--- src/ata_dsp_regs.svh ---
// Constants of the drive-side pin interface
`ifndef ATA_DSP_REGS_SVH
`define ATA_DSP_REGS_SVH
`define ATA_CLK_NS       25
`define ATA_T_SETUP_NS   70
`define ATA_T_ACTIVE_NS  165
`define ATA_T_RECOV_NS   30
`define ATA_SETUP_CYC    ((`ATA_T_SETUP_NS + `ATA_CLK_NS - 1) / `ATA_CLK_NS)
`define ATA_ACTIVE_CYC   ((`ATA_T_ACTIVE_NS + `ATA_CLK_NS - 1) / `ATA_CLK_NS)
`define ATA_RECOV_CYC    ((`ATA_T_RECOV_NS + `ATA_CLK_NS - 1) / `ATA_CLK_NS)
`define ATA_CMD_CE_BIT   0
`define ATA_PIF_LO_BIT   0
`define ATA_PIF_HI_BIT   2
`define ATA_DATA_PORT    3'h0
`endif
--- src/ata_dsp_pkg.sv ---
// Types of the drive-side pin interface
package ata_dsp_pkg;
  typedef enum logic [1:0] {
    ST_IDLE,
    ST_SETUP,
    ST_ACTIVE,
    ST_RECOV
  } ata_state_type;

  typedef struct packed {
    logic        xfer;
    logic        chan;
    logic        ctl_blk;
    logic [2:0]  addr;
    logic        write;
    logic [15:0] wdata;
  } ata_req_type;
endpackage : ata_dsp_pkg

--- src/ata_dsp_pin_if.sv ---
// Drive-side pin interface: strobe cycles, straps, resets, interrupts, transfer handshake
`timescale 1ns/1ps
`include "ata_dsp_regs.svh"
module ata_dsp_pin_if (
  // Clock and reset
  input  wire logic                 clk_i,
  input  wire logic                 rst_b_i,
  // User request and answer
  input  wire logic                 req_valid_i,
  input  wire ata_dsp_pkg::ata_req_type req_i,
  output logic                      req_ready_o,
  output logic                      rsp_valid_o,
  output logic [15:0]               rsp_rdata_o,
  // Control and status
  input  wire logic                 sw_reset_i,
  output logic                      chip_enable_o,
  output logic [7:0]                prog_if_o,
  output logic                      test_mode_o,
  output logic                      out_en_o,
  output logic                      chan1_irq_state_o,
  output logic                      chan2_irq_state_o,
  output logic                      chan1_xfer_pending_o,
  output logic                      chan2_xfer_pending_o,
  // Drive data bus
  input  wire logic [15:0]          drive_data_bus_i,
  output logic [15:0]               drive_data_bus_o,
  output logic                      drive_data_bus_oe_o,
  // Drive address lines and straps
  input  wire logic [2:0]           drive_addr_i,
  output logic [2:0]                drive_addr_o,
  output logic                      drive_addr_oe_o,
  // Strobes, ready, reset
  input  wire logic                 drive_ready_in_i,
  output logic                      drive_read_strobe_n_o,
  output logic                      drive_write_strobe_n_o,
  output logic                      drive_reset_n_o,
  // Chip selects
  output logic                      chan1_cmd_block_sel_n_o,
  output logic                      chan1_ctl_block_sel_n_o,
  output logic                      chan2_cmd_block_sel_n_o,
  output logic                      chan2_ctl_block_sel_n_o,
  // Interrupts
  input  wire logic                 chan1_drive_irq_in_i,
  input  wire logic                 chan2_drive_irq_in_i,
  output logic                      irq14_o,
  output logic                      irq15_o,
  // Transfer handshake
  input  wire logic                 chan1_xfer_request_i,
  input  wire logic                 chan2_xfer_request_i,
  output logic                      chan1_xfer_ack_n_o,
  output logic                      chan2_xfer_ack_n_o
);
  import ata_dsp_pkg::*;

  // ----------------------------------------------------------------
  // Helpers
  // ----------------------------------------------------------------
  function automatic logic is_wide(input ata_req_type r);
    is_wide = r.xfer | (~r.ctl_blk & (r.addr == `ATA_DATA_PORT));
  endfunction : is_wide

  localparam logic [3:0] SETUP_CYC  = 4'(`ATA_SETUP_CYC);
  localparam logic [3:0] ACTIVE_CYC = 4'(`ATA_ACTIVE_CYC);
  localparam logic [3:0] RECOV_CYC  = 4'(`ATA_RECOV_CYC);

  // ----------------------------------------------------------------
  // Straps
  // ----------------------------------------------------------------
  logic       strap_done_ff, nxt_strap_done;
  logic       test_mode_ff,  nxt_test_mode;
  logic       chip_en_ff,    nxt_chip_en;
  logic       native_ff,     nxt_native;

  always_comb begin
    nxt_strap_done = 1'b1;
    nxt_test_mode  = test_mode_ff;
    nxt_chip_en    = chip_en_ff;
    nxt_native     = native_ff;
    if (!strap_done_ff) begin
      nxt_test_mode = ~drive_addr_i[0];
      nxt_chip_en   = drive_addr_i[1];
      nxt_native    = drive_addr_i[2];
    end
  end

  always_ff @(posedge clk_i or negedge rst_b_i) begin
    if (!rst_b_i) begin
      strap_done_ff <= 1'b0;
      test_mode_ff  <= 1'b0;
      chip_en_ff    <= 1'b0;
      native_ff     <= 1'b0;
    end else begin
      strap_done_ff <= nxt_strap_done;
      test_mode_ff  <= nxt_test_mode;
      chip_en_ff    <= nxt_chip_en;
      native_ff     <= nxt_native;
    end
  end

  always_comb begin
    prog_if_o                  = 8'h00;
    prog_if_o[`ATA_PIF_LO_BIT] = native_ff;
    prog_if_o[`ATA_PIF_HI_BIT] = native_ff;
  end
  assign chip_enable_o = chip_en_ff;
  assign test_mode_o   = test_mode_ff;
  assign out_en_o      = strap_done_ff & ~test_mode_ff;

  // ----------------------------------------------------------------
  // Strobe cycle sequencer
  // ----------------------------------------------------------------
  ata_state_type state_ff, nxt_state;
  ata_req_type   req_ff,   nxt_req;
  logic [3:0]    cnt_ff,   nxt_cnt;
  logic [15:0]   rdata_ff, nxt_rdata;
  logic          rsp_ff,   nxt_rsp;

  assign req_ready_o = (state_ff == ST_IDLE) & out_en_o & chip_en_ff;

  always_comb begin
    nxt_state = state_ff;
    nxt_req   = req_ff;
    nxt_cnt   = cnt_ff;
    nxt_rdata = rdata_ff;
    nxt_rsp   = 1'b0;
    case (state_ff)
      ST_IDLE: begin
        if (req_valid_i && req_ready_o) begin
          nxt_req = req_i;
          if (!is_wide(req_i)) begin
            nxt_req.wdata[15:8] = 8'h00;
          end
          nxt_cnt   = SETUP_CYC;
          nxt_state = ST_SETUP;
        end
      end
      ST_SETUP: begin
        if (cnt_ff <= 4'h1) begin
          nxt_cnt   = ACTIVE_CYC;
          nxt_state = ST_ACTIVE;
        end else begin
          nxt_cnt = cnt_ff - 4'h1;
        end
      end
      ST_ACTIVE: begin
        if (cnt_ff > 4'h1) begin
          nxt_cnt = cnt_ff - 4'h1;
        end else if (drive_ready_in_i || req_ff.xfer) begin
          if (!req_ff.write) begin
            nxt_rdata = drive_data_bus_i;
            if (!is_wide(req_ff)) begin
              nxt_rdata[15:8] = 8'h00;
            end
          end
          nxt_rsp   = 1'b1;
          nxt_cnt   = RECOV_CYC;
          nxt_state = ST_RECOV;
        end
      end
      ST_RECOV: begin
        if (cnt_ff <= 4'h1) begin
          nxt_state = ST_IDLE;
        end else begin
          nxt_cnt = cnt_ff - 4'h1;
        end
      end
      default: begin
        nxt_state = ST_IDLE;
      end
    endcase
  end

  always_ff @(posedge clk_i or negedge rst_b_i) begin
    if (!rst_b_i) begin
      state_ff <= ST_IDLE;
      req_ff   <= '0;
      cnt_ff   <= 4'h0;
      rdata_ff <= 16'h0000;
      rsp_ff   <= 1'b0;
    end else begin
      state_ff <= nxt_state;
      req_ff   <= nxt_req;
      cnt_ff   <= nxt_cnt;
      rdata_ff <= nxt_rdata;
      rsp_ff   <= nxt_rsp;
    end
  end

  assign rsp_valid_o = rsp_ff;
  assign rsp_rdata_o = rdata_ff;

  // ----------------------------------------------------------------
  // Pin drive
  // ----------------------------------------------------------------
  logic busy;
  logic strobe_on;
  logic sel_on;

  assign busy      = (state_ff != ST_IDLE);
  assign strobe_on = (state_ff == ST_ACTIVE);
  assign sel_on    = busy & ~req_ff.xfer;

  assign drive_read_strobe_n_o  = ~(strobe_on & ~req_ff.write);
  assign drive_write_strobe_n_o = ~(strobe_on & req_ff.write);

  assign drive_data_bus_o    = req_ff.wdata;
  assign drive_data_bus_oe_o = out_en_o & req_ff.write & (state_ff != ST_IDLE);

  assign drive_addr_o    = req_ff.addr;
  assign drive_addr_oe_o = out_en_o;

  assign chan1_cmd_block_sel_n_o = ~(sel_on & ~req_ff.chan & ~req_ff.ctl_blk);
  assign chan1_ctl_block_sel_n_o = ~(sel_on & ~req_ff.chan & req_ff.ctl_blk);
  assign chan2_cmd_block_sel_n_o = ~(sel_on & req_ff.chan & ~req_ff.ctl_blk);
  assign chan2_ctl_block_sel_n_o = ~(sel_on & req_ff.chan & req_ff.ctl_blk);

  assign chan1_xfer_ack_n_o = ~(busy & req_ff.xfer & ~req_ff.chan);
  assign chan2_xfer_ack_n_o = ~(busy & req_ff.xfer & req_ff.chan);

  // ----------------------------------------------------------------
  // Drive reset, interrupts and transfer requests
  // ----------------------------------------------------------------
  logic       drv_rst_n_ff, nxt_drv_rst_n;
  logic [1:0] irq_ff,       nxt_irq;
  logic [1:0] xreq_ff,      nxt_xreq;

  always_comb begin
    nxt_drv_rst_n = ~sw_reset_i;
    nxt_irq       = {chan2_drive_irq_in_i, chan1_drive_irq_in_i};
    nxt_xreq      = {chan2_xfer_request_i, chan1_xfer_request_i};
  end

  always_ff @(posedge clk_i or negedge rst_b_i) begin
    if (!rst_b_i) begin
      drv_rst_n_ff <= 1'b0;
      irq_ff       <= 2'h0;
      xreq_ff      <= 2'h0;
    end else begin
      drv_rst_n_ff <= nxt_drv_rst_n;
      irq_ff       <= nxt_irq;
      xreq_ff      <= nxt_xreq;
    end
  end

  assign drive_reset_n_o      = drv_rst_n_ff;
  assign chan1_irq_state_o    = irq_ff[0];
  assign chan2_irq_state_o    = irq_ff[1];
  assign irq14_o              = irq_ff[0] & ~native_ff;
  assign irq15_o              = irq_ff[1] & ~native_ff;
  assign chan1_xfer_pending_o = xreq_ff[0];
  assign chan2_xfer_pending_o = xreq_ff[1];
endmodule : ata_dsp_pin_if

--- config.mk ---
export PLATFORM = sky130hd
export DESIGN_NAME = ata_dsp_pin_if
export DESIGN_NICKNAME = d
export VERILOG_FILES = /design/src/ata_dsp_pkg.sv /design/src/ata_dsp_pin_if.sv
export VERILOG_INCLUDE_DIRS = /design/src
export SDC_FILE = /design/constraint.sdc
export NUM_CORES = 1
export LEC_CHECK = 0
export ABC_CLOCK_PERIOD_IN_PS = 1800
export BUFFER_PORTS_ARGS = -buffer_cell sky130_fd_sc_hd__buf_2
export CORE_MARGIN = 1
export CORE_UTILIZATION = 43
export DETAILED_ROUTE_END_ITERATION = 6
export PLACE_DENSITY = 0.77
export SYNTH_ARGS = -nofsm -noshare
export SYNTH_HDL_FRONTEND = slang
export SYNTH_SLANG_ARGS = --single-unit
--- constraint.sdc ---
create_clock -name clk_i -period 1.8 [get_ports clk_i]
set_input_delay 0.27 -clock clk_i [delete_from_list [all_inputs] [get_ports clk_i]]
set_output_delay 0.27 -clock clk_i [all_outputs]
set_load 0.02 [all_outputs]
==> impl_metrics.sql, run 1 <==
INSERT INTO impl_metrics (metric_group, metric, value, unit) VALUES
('setup_path', 'worst_setup_path_start_kind', 'flip-flop', ''),
('timing', 'final.period_utilization', '98.97', '%'),
('setup_path', 'cp.buffers_inverters', '5', ''),
('timing', 'max_freq', '561.3', 'MHz'),
('synth', 'synthArstFlopShare', '100.0', '%'),
('global_route', 'antenna_found_initial', '0', ''),
('setup_path', 'crit_path_max_incr_delay', '410', 'ps'),
('timing', 'skew', '5.702', 'ps'),
('placement', 'number_of_buffers_inserted_by_port_buffering', '109', ''),
('detailed_routing', 'drt.antenna.violating_nets', '0', ''),
('setup_path', 'timing.reg2reg.worst_path_depth', '7', ''),
('setup_path', 'crit_required', '1530', 'ps'),
('global_route', 'globalRouteOverflowTotal', '0', ''),
('clocking', 'clkSlewWorstSetupHoldPaths', '100', 'ps'),
('synth', 'synth_adder_area_share', '2.845', '%'),
('worst_hold_path', 'worst_hold_path.endpoint', 'irq_ff[0]$_DFF_PN0_', ''),
('synth', 'leading_register_cell_type_out_of_synthesis', 'dfrtp_1', ''),
('setup_path', 'worst_ep_arrival_time', '1510', 'ps'),
('floorplan', 'initial_core_util', '44.57', '%'),
('finish', 'num-nets-final', '386', ''),
('finish', 'drive_gt1_share', '54.55', '%'),
('power', 'p_leak', '1.760', 'nW'),
('synth', 'synth_simple_gate_area_share', '9.578', '%'),
('timing', 'final_period_minus_worst_setup_slack', '1781', 'ps'),
('worst_hold_path', 'worst_hold_path.num_cells', '1', ''),
('synth', 'syn_area', '2639', 'um^2'),
('power', 'power_per_cell_area', '1677', 'nW/um^2'),
('floorplan', 'die_x', '80.34', 'um'),
('detailed_routing', 'drt_drc_violations_left', '0', ''),
('synth', 'synth.area.mux_share', '12.42', '%'),
('outcome', 'outcome', 'completed', ''),
('flow_run', 'drv.max_cap_violation_count', '0', ''),
('setup_path', 'ff2ff_setup_slack', '50', 'ps'),
('placement', 'detailedPlacementHpwl', '4124', 'um'),
('clocking', 'ctsLongestPathBuffers', '2', ''),
('clocking', 'clk-insertion-delay-late', '300', 'ps'),
('worst_hold_path', 'min_path_type', 'input port to flip-flop', ''),
('placement', 'place.detailed.instances', '391', ''),
('synth', 'synth_cell_types', '43', ''),
('floorplan', 'ioPinCount', '116', ''),
('timing', 'final_max_slew_viol_count', '0', ''),
('power', 'power.ir.vdd_worst', '0.0008206', 'V'),
('finish', 'layout.core_utilization', '57.12', '%'),
('setup_path', 'reg2reg_to', 'drive_data_bus_o[7]$_DFFE_PN0P_', ''),
('finish', 'antenna_cells', '0', ''),
('finish', 'syn_to_final_growth', '28.16', '%'),
('detailed_routing', 'route.vias.total', '1973', ''),
('global_route', 'number_of_global_route_vias_before_repair', '1783', ''),
('finish', 'most-common-layout-cells', '106 x buf_2, 55 x dfrtp_1, 22 x mux2_2', ''),
('floorplan', 'core.rowCount', '28', ''),
('clocking', 'cts_inserted_buffers', '5', ''),
('clocking', 'cts.sinks', '55', ''),
('setup_path', 'criticalPathCategory', 'flip-flop to output pin', ''),
('setup_path', 'worstPathMaxFanout', '4', ''),
('setup_path', 'critical_path.endpoint_type', 'output pin', ''),
('detailed_routing', 'vias_per_cell', '4.872', ''),
('timing', 'timing.setup.tns', '0', 'ps'),
('placement', 'gpl.final_weighted_congestion', '0.8614', ''),
('setup_path', 'critPathSlowestCell', 'dfrtp_1', ''),
('finish', 'non_filler_instances', '405', ''),
('detailed_routing', 'dr.first_iter.drc_count', '76', ''),
('timing', 'hold_violations', '0', ''),
('floorplan', 'core_region_area', '5921', 'um^2'),
('timing', 'finalSetupViolations', '0', ''),
('clocking', 'htreeDepth', '2', ''),
('synth', 'largest_family_of_logic_cells_by_synthesized_area', 'buffers and inverters', ''),
('clocking', 'cts_tree', 'done', ''),
('detailed_routing', 'first_pass_iters', '6', ''),
('floorplan', 'die-height', '80.34', 'um'),
('setup_path', 'r2r_start', 'state_ff[0]$_DFFE_PN0P_', ''),
('timing', 'hold_slack', '63.82', 'ps');
-- cell usage after synthesis (2+ instances only) --
master    number  area share [%]
a21oi_1        4            0.76
a22o_1         8             2.7
and3_1         2            0.47
buf_2          3            0.57
buf_4         28             8.0
buf_6          3             1.3
clkbuf_1       2            0.28
conb_1         2            0.28
dfrtp_1       55              52
ha_1           6             2.8
inv_1         17             2.4
mux2_2        22             9.4
mux2_4         4             2.3
mux2i_1        2            0.76
nand2_1        3            0.43
nand3_1       12             2.3
nand3b_1       2            0.57
nor2_1         9             1.3
nor2b_1        2            0.47
o21ai_0        7             1.3
o21ai_2        8             2.7
or2_1          2            0.47
-- worst max-delay path by stage --
stage | start | end | slack, ps | cells past startpoint
floorplan | state_ff[0]$_DFFE_PN0P_ | rsp_rdata_o[4]$_DFFE_PN0P_ | -30 | 7
global placement | cnt_ff[0]$_DFFE_PN0P_ | cnt_ff[0]$_DFFE_PN0P_ | -60 | 6
detailed placement | cnt_ff[0]$_DFFE_PN0P_ | cnt_ff[0]$_DFFE_PN0P_ | -100 | 6
CTS | state_ff[0]$_DFFE_PN0P_ | chan1_cmd_block_sel_n_o | -80 | 4
global route | state_ff[0]$_DFFE_PN0P_ | chan1_ctl_block_sel_n_o | -70 | 5
finish | state_ff[0]$_DFFE_PN0P_ | drive_data_bus_oe_o | 20 | 7
-- through the flow --
step / area (um^2) / worst slack, ps / power [W]
5_1_grt: 3382 / -66.13 / 0.006117
3_5_place_dp: 3181 / -96.20 / 0.004817
2_1_floorplan: 2684 / -34.38 / 0.004089
3_3_place_gp: 3181 / -61.24 / 0.004727
4_1_cts: 3312 / -83.76 / 0.005629
6_report: 3382 / 18.51 / 0.005673
-- logic make-up after synthesis --
logic type | after synthesis
compound gates | 34
fa+ha+maj | 6
buf+inv | 53
other cells | 2
simple gates | 44
xor+xnor | 2
mux | 28
flops | 55
-- worst register-to-register path, stage by stage, from the launching register on --
cell	delay [ps]
dfrtp_1	380
inv_2	80
ha_4	170
buf_6	110
inv_1	60
or2_1	250
buf_4	250
mux2_2	350
-- sequential cells by signal (all words and copies together) (netlist names), 2 cells and up --
signal and flops:
drive_addr_o 3, cnt_ff 4, req_ff 4, drive_data_bus_o 16
state_ff 2, xreq_ff 2, irq_ff 2, rsp_rdata_o 16
-- repair_timing --
item	CTS	global route
resized for setup	6	6
setup endpoints to repair	8	10
gates cloned	0	1
pin swaps	2	3
buffers inserted	1	3
hold buffers	1	0
endpoints found under the hold margin	18	0
-- final cells by class --
cell class | instances | area [um^2] | share of cell area, %
flip-flops and latches | 55 | 1376 | 40.70
multi-input cells | 121 | 999.7 | 29.56
repair buffers | 129 | 759.5 | 22.46
well taps | 75 | 93.84 | 2.775
clock buffers | 6 | 72.57 | 2.146
inverters | 17 | 63.81 | 1.887
clock inverters | 2 | 16.27 | 0.4809
-- report_power, final --
| part | leakage [nW] | internal (W) | total (W) | switching [W] |
|---|---|---|---|---|
| Clock | 0.0418 | 0.000280 | 0.000672 | 0.000392 |
| Sequential | 0.695 | 0.00168 | 0.00197 | 0.000282 |
| Combinational | 1.02 | 0.00138 | 0.00303 | 0.00165 |
| Total | 1.76 | 0.00334 | 0.00567 | 0.00233 |
-- layer usage --
metal  vias up  part of all wire, %  track usage [%]
met5         -                    0                0
met4         0                 0.75            4.821
met3         4                  6.7            4.545
met2        84                   50            28.21
met1       945                   42            22.70
li1        940                    -                -
No activity file was read; power rests on OpenSTA's default activity.
==> inputs of run 2 (changes only) <==
--- a/config.mk
+++ b/config.mk
@@ -8,9 +8,11 @@
 export LEC_CHECK = 0
 export ABC_CLOCK_PERIOD_IN_PS = 1800
 export BUFFER_PORTS_ARGS = -buffer_cell sky130_fd_sc_hd__buf_2
+export CORE_ASPECT_RATIO = 0.6
 export CORE_MARGIN = 1
 export CORE_UTILIZATION = 43
 export DETAILED_ROUTE_END_ITERATION = 6
+export GPL_TIMING_DRIVEN = 1
 export PLACE_DENSITY = 0.77
 export SYNTH_ARGS = -nofsm -noshare
 export SYNTH_HDL_FRONTEND = slang
==> impl_metrics.sql, run 2 (synthesis gave the netlist of run 1 again) <==
INSERT INTO impl_metrics (metric_group, metric, value, unit) VALUES
('setup_path', 'critical_path.cell_chain', 'inv_2 -> ha_4 -> buf_6 -> or4_4 -> buf_6', ''),
('timing', 'hold_violations', '0', ''),
('detailed_routing', 'route.detailed.wl_per_inst', '13.84', 'um'),
('detailed_routing', 'drt.antenna.violating_nets', '0', ''),
('global_route', 'number_of_global_route_vias_before_repair', '1871', ''),
('detailed_routing', 'route.vias.total', '1964', ''),
('detailed_routing', 'drt_wl_total', '5759', 'um'),
('clocking', 'cts_inserted_buffers', '5', ''),
('finish', 'fillers', '476', ''),
('clocking', 'clk-insertion-delay-late', '300', 'ps'),
('clocking', 'ctsLongestPathBuffers', '2', ''),
('setup_path', 'critical_path.endpoint_type', 'output pin', ''),
('floorplan', 'core_region_area', '5754', 'um^2'),
('finish', 'ff_latch_area', '1376', 'um^2'),
('timing', 'setup_slack', '-152.9', 'ps'),
('setup_path', 'timing.reg2reg.worst_path_depth', '5', ''),
('floorplan', 'die-height', '62.68', 'um'),
('placement', 'detailedPlacementHpwl', '4125', 'um'),
('floorplan', 'core.rowCount', '21', ''),
('finish', 'layout.cells.most_common', 'buf_2', ''),
('setup_path', 'worst_setup_path_start_kind', 'flip-flop', ''),
('flow_run', 'drv.max_cap_violation_count', '0', ''),
('finish', 'num-nets-final', '392', ''),
('floorplan', 'initial_core_util', '45.86', '%'),
('placement', 'number_of_buffers_inserted_by_port_buffering', '109', ''),
('detailed_routing', 'first_pass_iters', '4', ''),
('timing', 'final_period_minus_worst_setup_slack', '1953', 'ps'),
('finish', 'syn_to_final_growth', '35.32', '%'),
('clocking', 'ctsRootBufferMaster', 'clkbuf_8', ''),
('power', 'p_leak', '1.834', 'nW'),
('detailed_routing', 'vias_per_cell', '4.721', ''),
('global_route', 'grt_max_degree', '56', ''),
('global_route', 'antenna_found_initial', '0', ''),
('setup_path', 'critPathSlowestCell', 'or4_4', ''),
('worst_hold_path', 'worst_hold_path.num_cells', '1', ''),
('finish', 'multi_input_area', '1081', 'um^2'),
('setup_path', 'r2r_start', 'cnt_ff[3]$_DFFE_PN0P_', ''),
('setup_path', 'reg2reg_to', 'rsp_rdata_o[5]$_DFFE_PN0P_', ''),
('outcome', 'outcome', 'complete, but fails checks', ''),
('floorplan', 'ioPinCount', '116', ''),
('timing', 'final.period_utilization', '108.5', '%'),
('clocking', 'cts.sinks', '55', ''),
('power', 'total_power', '0.006216', 'W'),
('clocking', 'cts_tree', 'done', ''),
('outcome', 'violations_in_the_final_reports', 'setup timing', ''),
('worst_hold_path', 'worst_hold_path.endpoint', 'xreq_ff[1]$_DFF_PN0_', ''),
('power', 'power.ir.vdd_worst', '0.0007478', 'V'),
('worst_hold_path', 'min_path_type', 'input port to flip-flop', ''),
('finish', 'antenna_cells', '0', ''),
('worst_hold_path', 'min-delay-start', 'chan2_xfer_request_i', ''),
('setup_path', 'worstPathMaxFanout', '3', ''),
('setup_path', 'cp.buffers_inverters', '3', ''),
('setup_path', 'criticalPathCategory', 'flip-flop to output pin', ''),
('clocking', 'clkSlewWorstSetupHoldPaths', '100', 'ps'),
('power', 'power_per_cell_area', '1741', 'nW/um^2'),
('timing', 'skew', '7.635', 'ps'),
('detailed_routing', 'dr.first_iter.drc_count', '74', ''),
('finish', 'drive_gt1_share', '59.82', '%'),
('timing', 'rsz0062_at_grt', 'yes', ''),
('setup_path', 'ff2ff_setup_slack', '-10', 'ps'),
('setup_path', 'worst_ep_arrival_time', '1680', 'ps'),
('global_route', 'global_route.usage.total', '18.05', '%'),
('global_route', 'global_route_wire_length_before_repair', '8887', 'um'),
('clocking', 'htreeDepth', '2', ''),
('floorplan', 'die_footprint', '6464', 'um^2'),
('timing', 'finalSetupViolations', '9', ''),
('timing', 'hold_slack', '60.72', 'ps'),
('global_route', 'globalRouteOverflowTotal', '0', ''),
('detailed_routing', 'drt_drc_violations_left', '0', ''),
('timing', 'max_freq', '512.1', 'MHz'),
('setup_path', 'crit_path_max_incr_delay', '500', 'ps'),
('setup_path', 'critPathMostFrequentCell', 'buf_6', ''),
('setup_path', 'path_delay_family', 'simple AND/OR/NAND/NOR gates', ''),
('floorplan', 'die_x', '103.1', 'um'),
('placement', 'gpl.final_weighted_congestion', '0.8291', ''),
('timing', 'final_max_slew_viol_count', '0', ''),
('finish', 'most-common-layout-cells', '104 x buf_2, 55 x dfrtp_1, 21 x mux2_2', ''),
('setup_path', 'crit_required', '1530', 'ps');
==> run 2: worst max-delay path by stage <==
stage / start / slack, ps / depth (start not counted) / to
after detailed placement: cnt_ff[0]$_DFFE_PN0P_ / -6 / 6 / cnt_ff[0]$_DFFE_PN0P_
after global routing: state_ff[0]$_DFFE_PN0P_ / -220 / 5 / chan1_cmd_block_sel_n_o
after floorplan: state_ff[0]$_DFFE_PN0P_ / -30 / 7 / rsp_rdata_o[4]$_DFFE_PN0P_
after global placement: cnt_ff[3]$_DFFE_PN0P_ / 6 / 4 / rsp_rdata_o[0]$_DFFE_PN0P_
after CTS: state_ff[1]$_DFFE_PN0P_ / -130 / 5 / chan1_cmd_block_sel_n_o
final: state_ff[1]$_DFFE_PN0P_ / -150 / 5 / chan1_cmd_block_sel_n_o
==> run 2: per-stage QoR <==
step	utilization, %	setup TNS, ps	cells	instance area, um^2	setup WS, ps
6_report	62.06	-261.6	416	3571	-152.9
5_1_grt	62.06	-828.6	416	3571	-222.4
4_1_cts	59.17	-434.7	412	3405	-127.0
3_5_place_dp	55.64	-6.413	398	3202	-6.413
3_3_place_gp	55.64	0	398	3202	6.363
2_1_floorplan	-	-137.5	229	2684	-34.38
==> run 2: cell type report <==
type                    count  share of cell area (%)
flip-flops and latches     55                   38.54
multi-input cells         121                   30.27
repair buffers            135                   23.34
well taps                  80                   2.803
clock buffers               5                   1.927
inverters                  17                   1.787
clock inverters             3                   1.331
==> run 2: repair_timing <==
item	4_1_cts	5_1_grt
setup endpoints to repair	15	39
pin swaps	3	5
resized for setup	11	29
hold endpoints to repair	55	0
gates cloned	0	1
hold buffers	1	0
buffers inserted	5	4
==> run 2: metal layers <==
layer,GRT usage [%],up-vias,wire length (um)
li1,-,952,-
met1,25.20,917,2712
met2,26.83,89,2460
met3,6.823,6,546
met4,3.521,0,39
met5,0,-,0
==> run 2: worst register-to-register path: cells and delay by family, from the launching register on <==
kind / cells / cell delay [ps]
buf+inv: 2 / 350
simple gates: 2 / 630
flops: 1 / 420
mux: 1 / 300
==> run 2: power breakdown <==
group | total, W | internal (W) | switching (W)
logic | 0.00341 | 0.00162 | 0.00179
registers | 0.00197 | 0.00168 | 0.000288
clock network | 0.000834 | 0.000422 | 0.000412
total | 0.00622 | 0.00372 | 0.00249
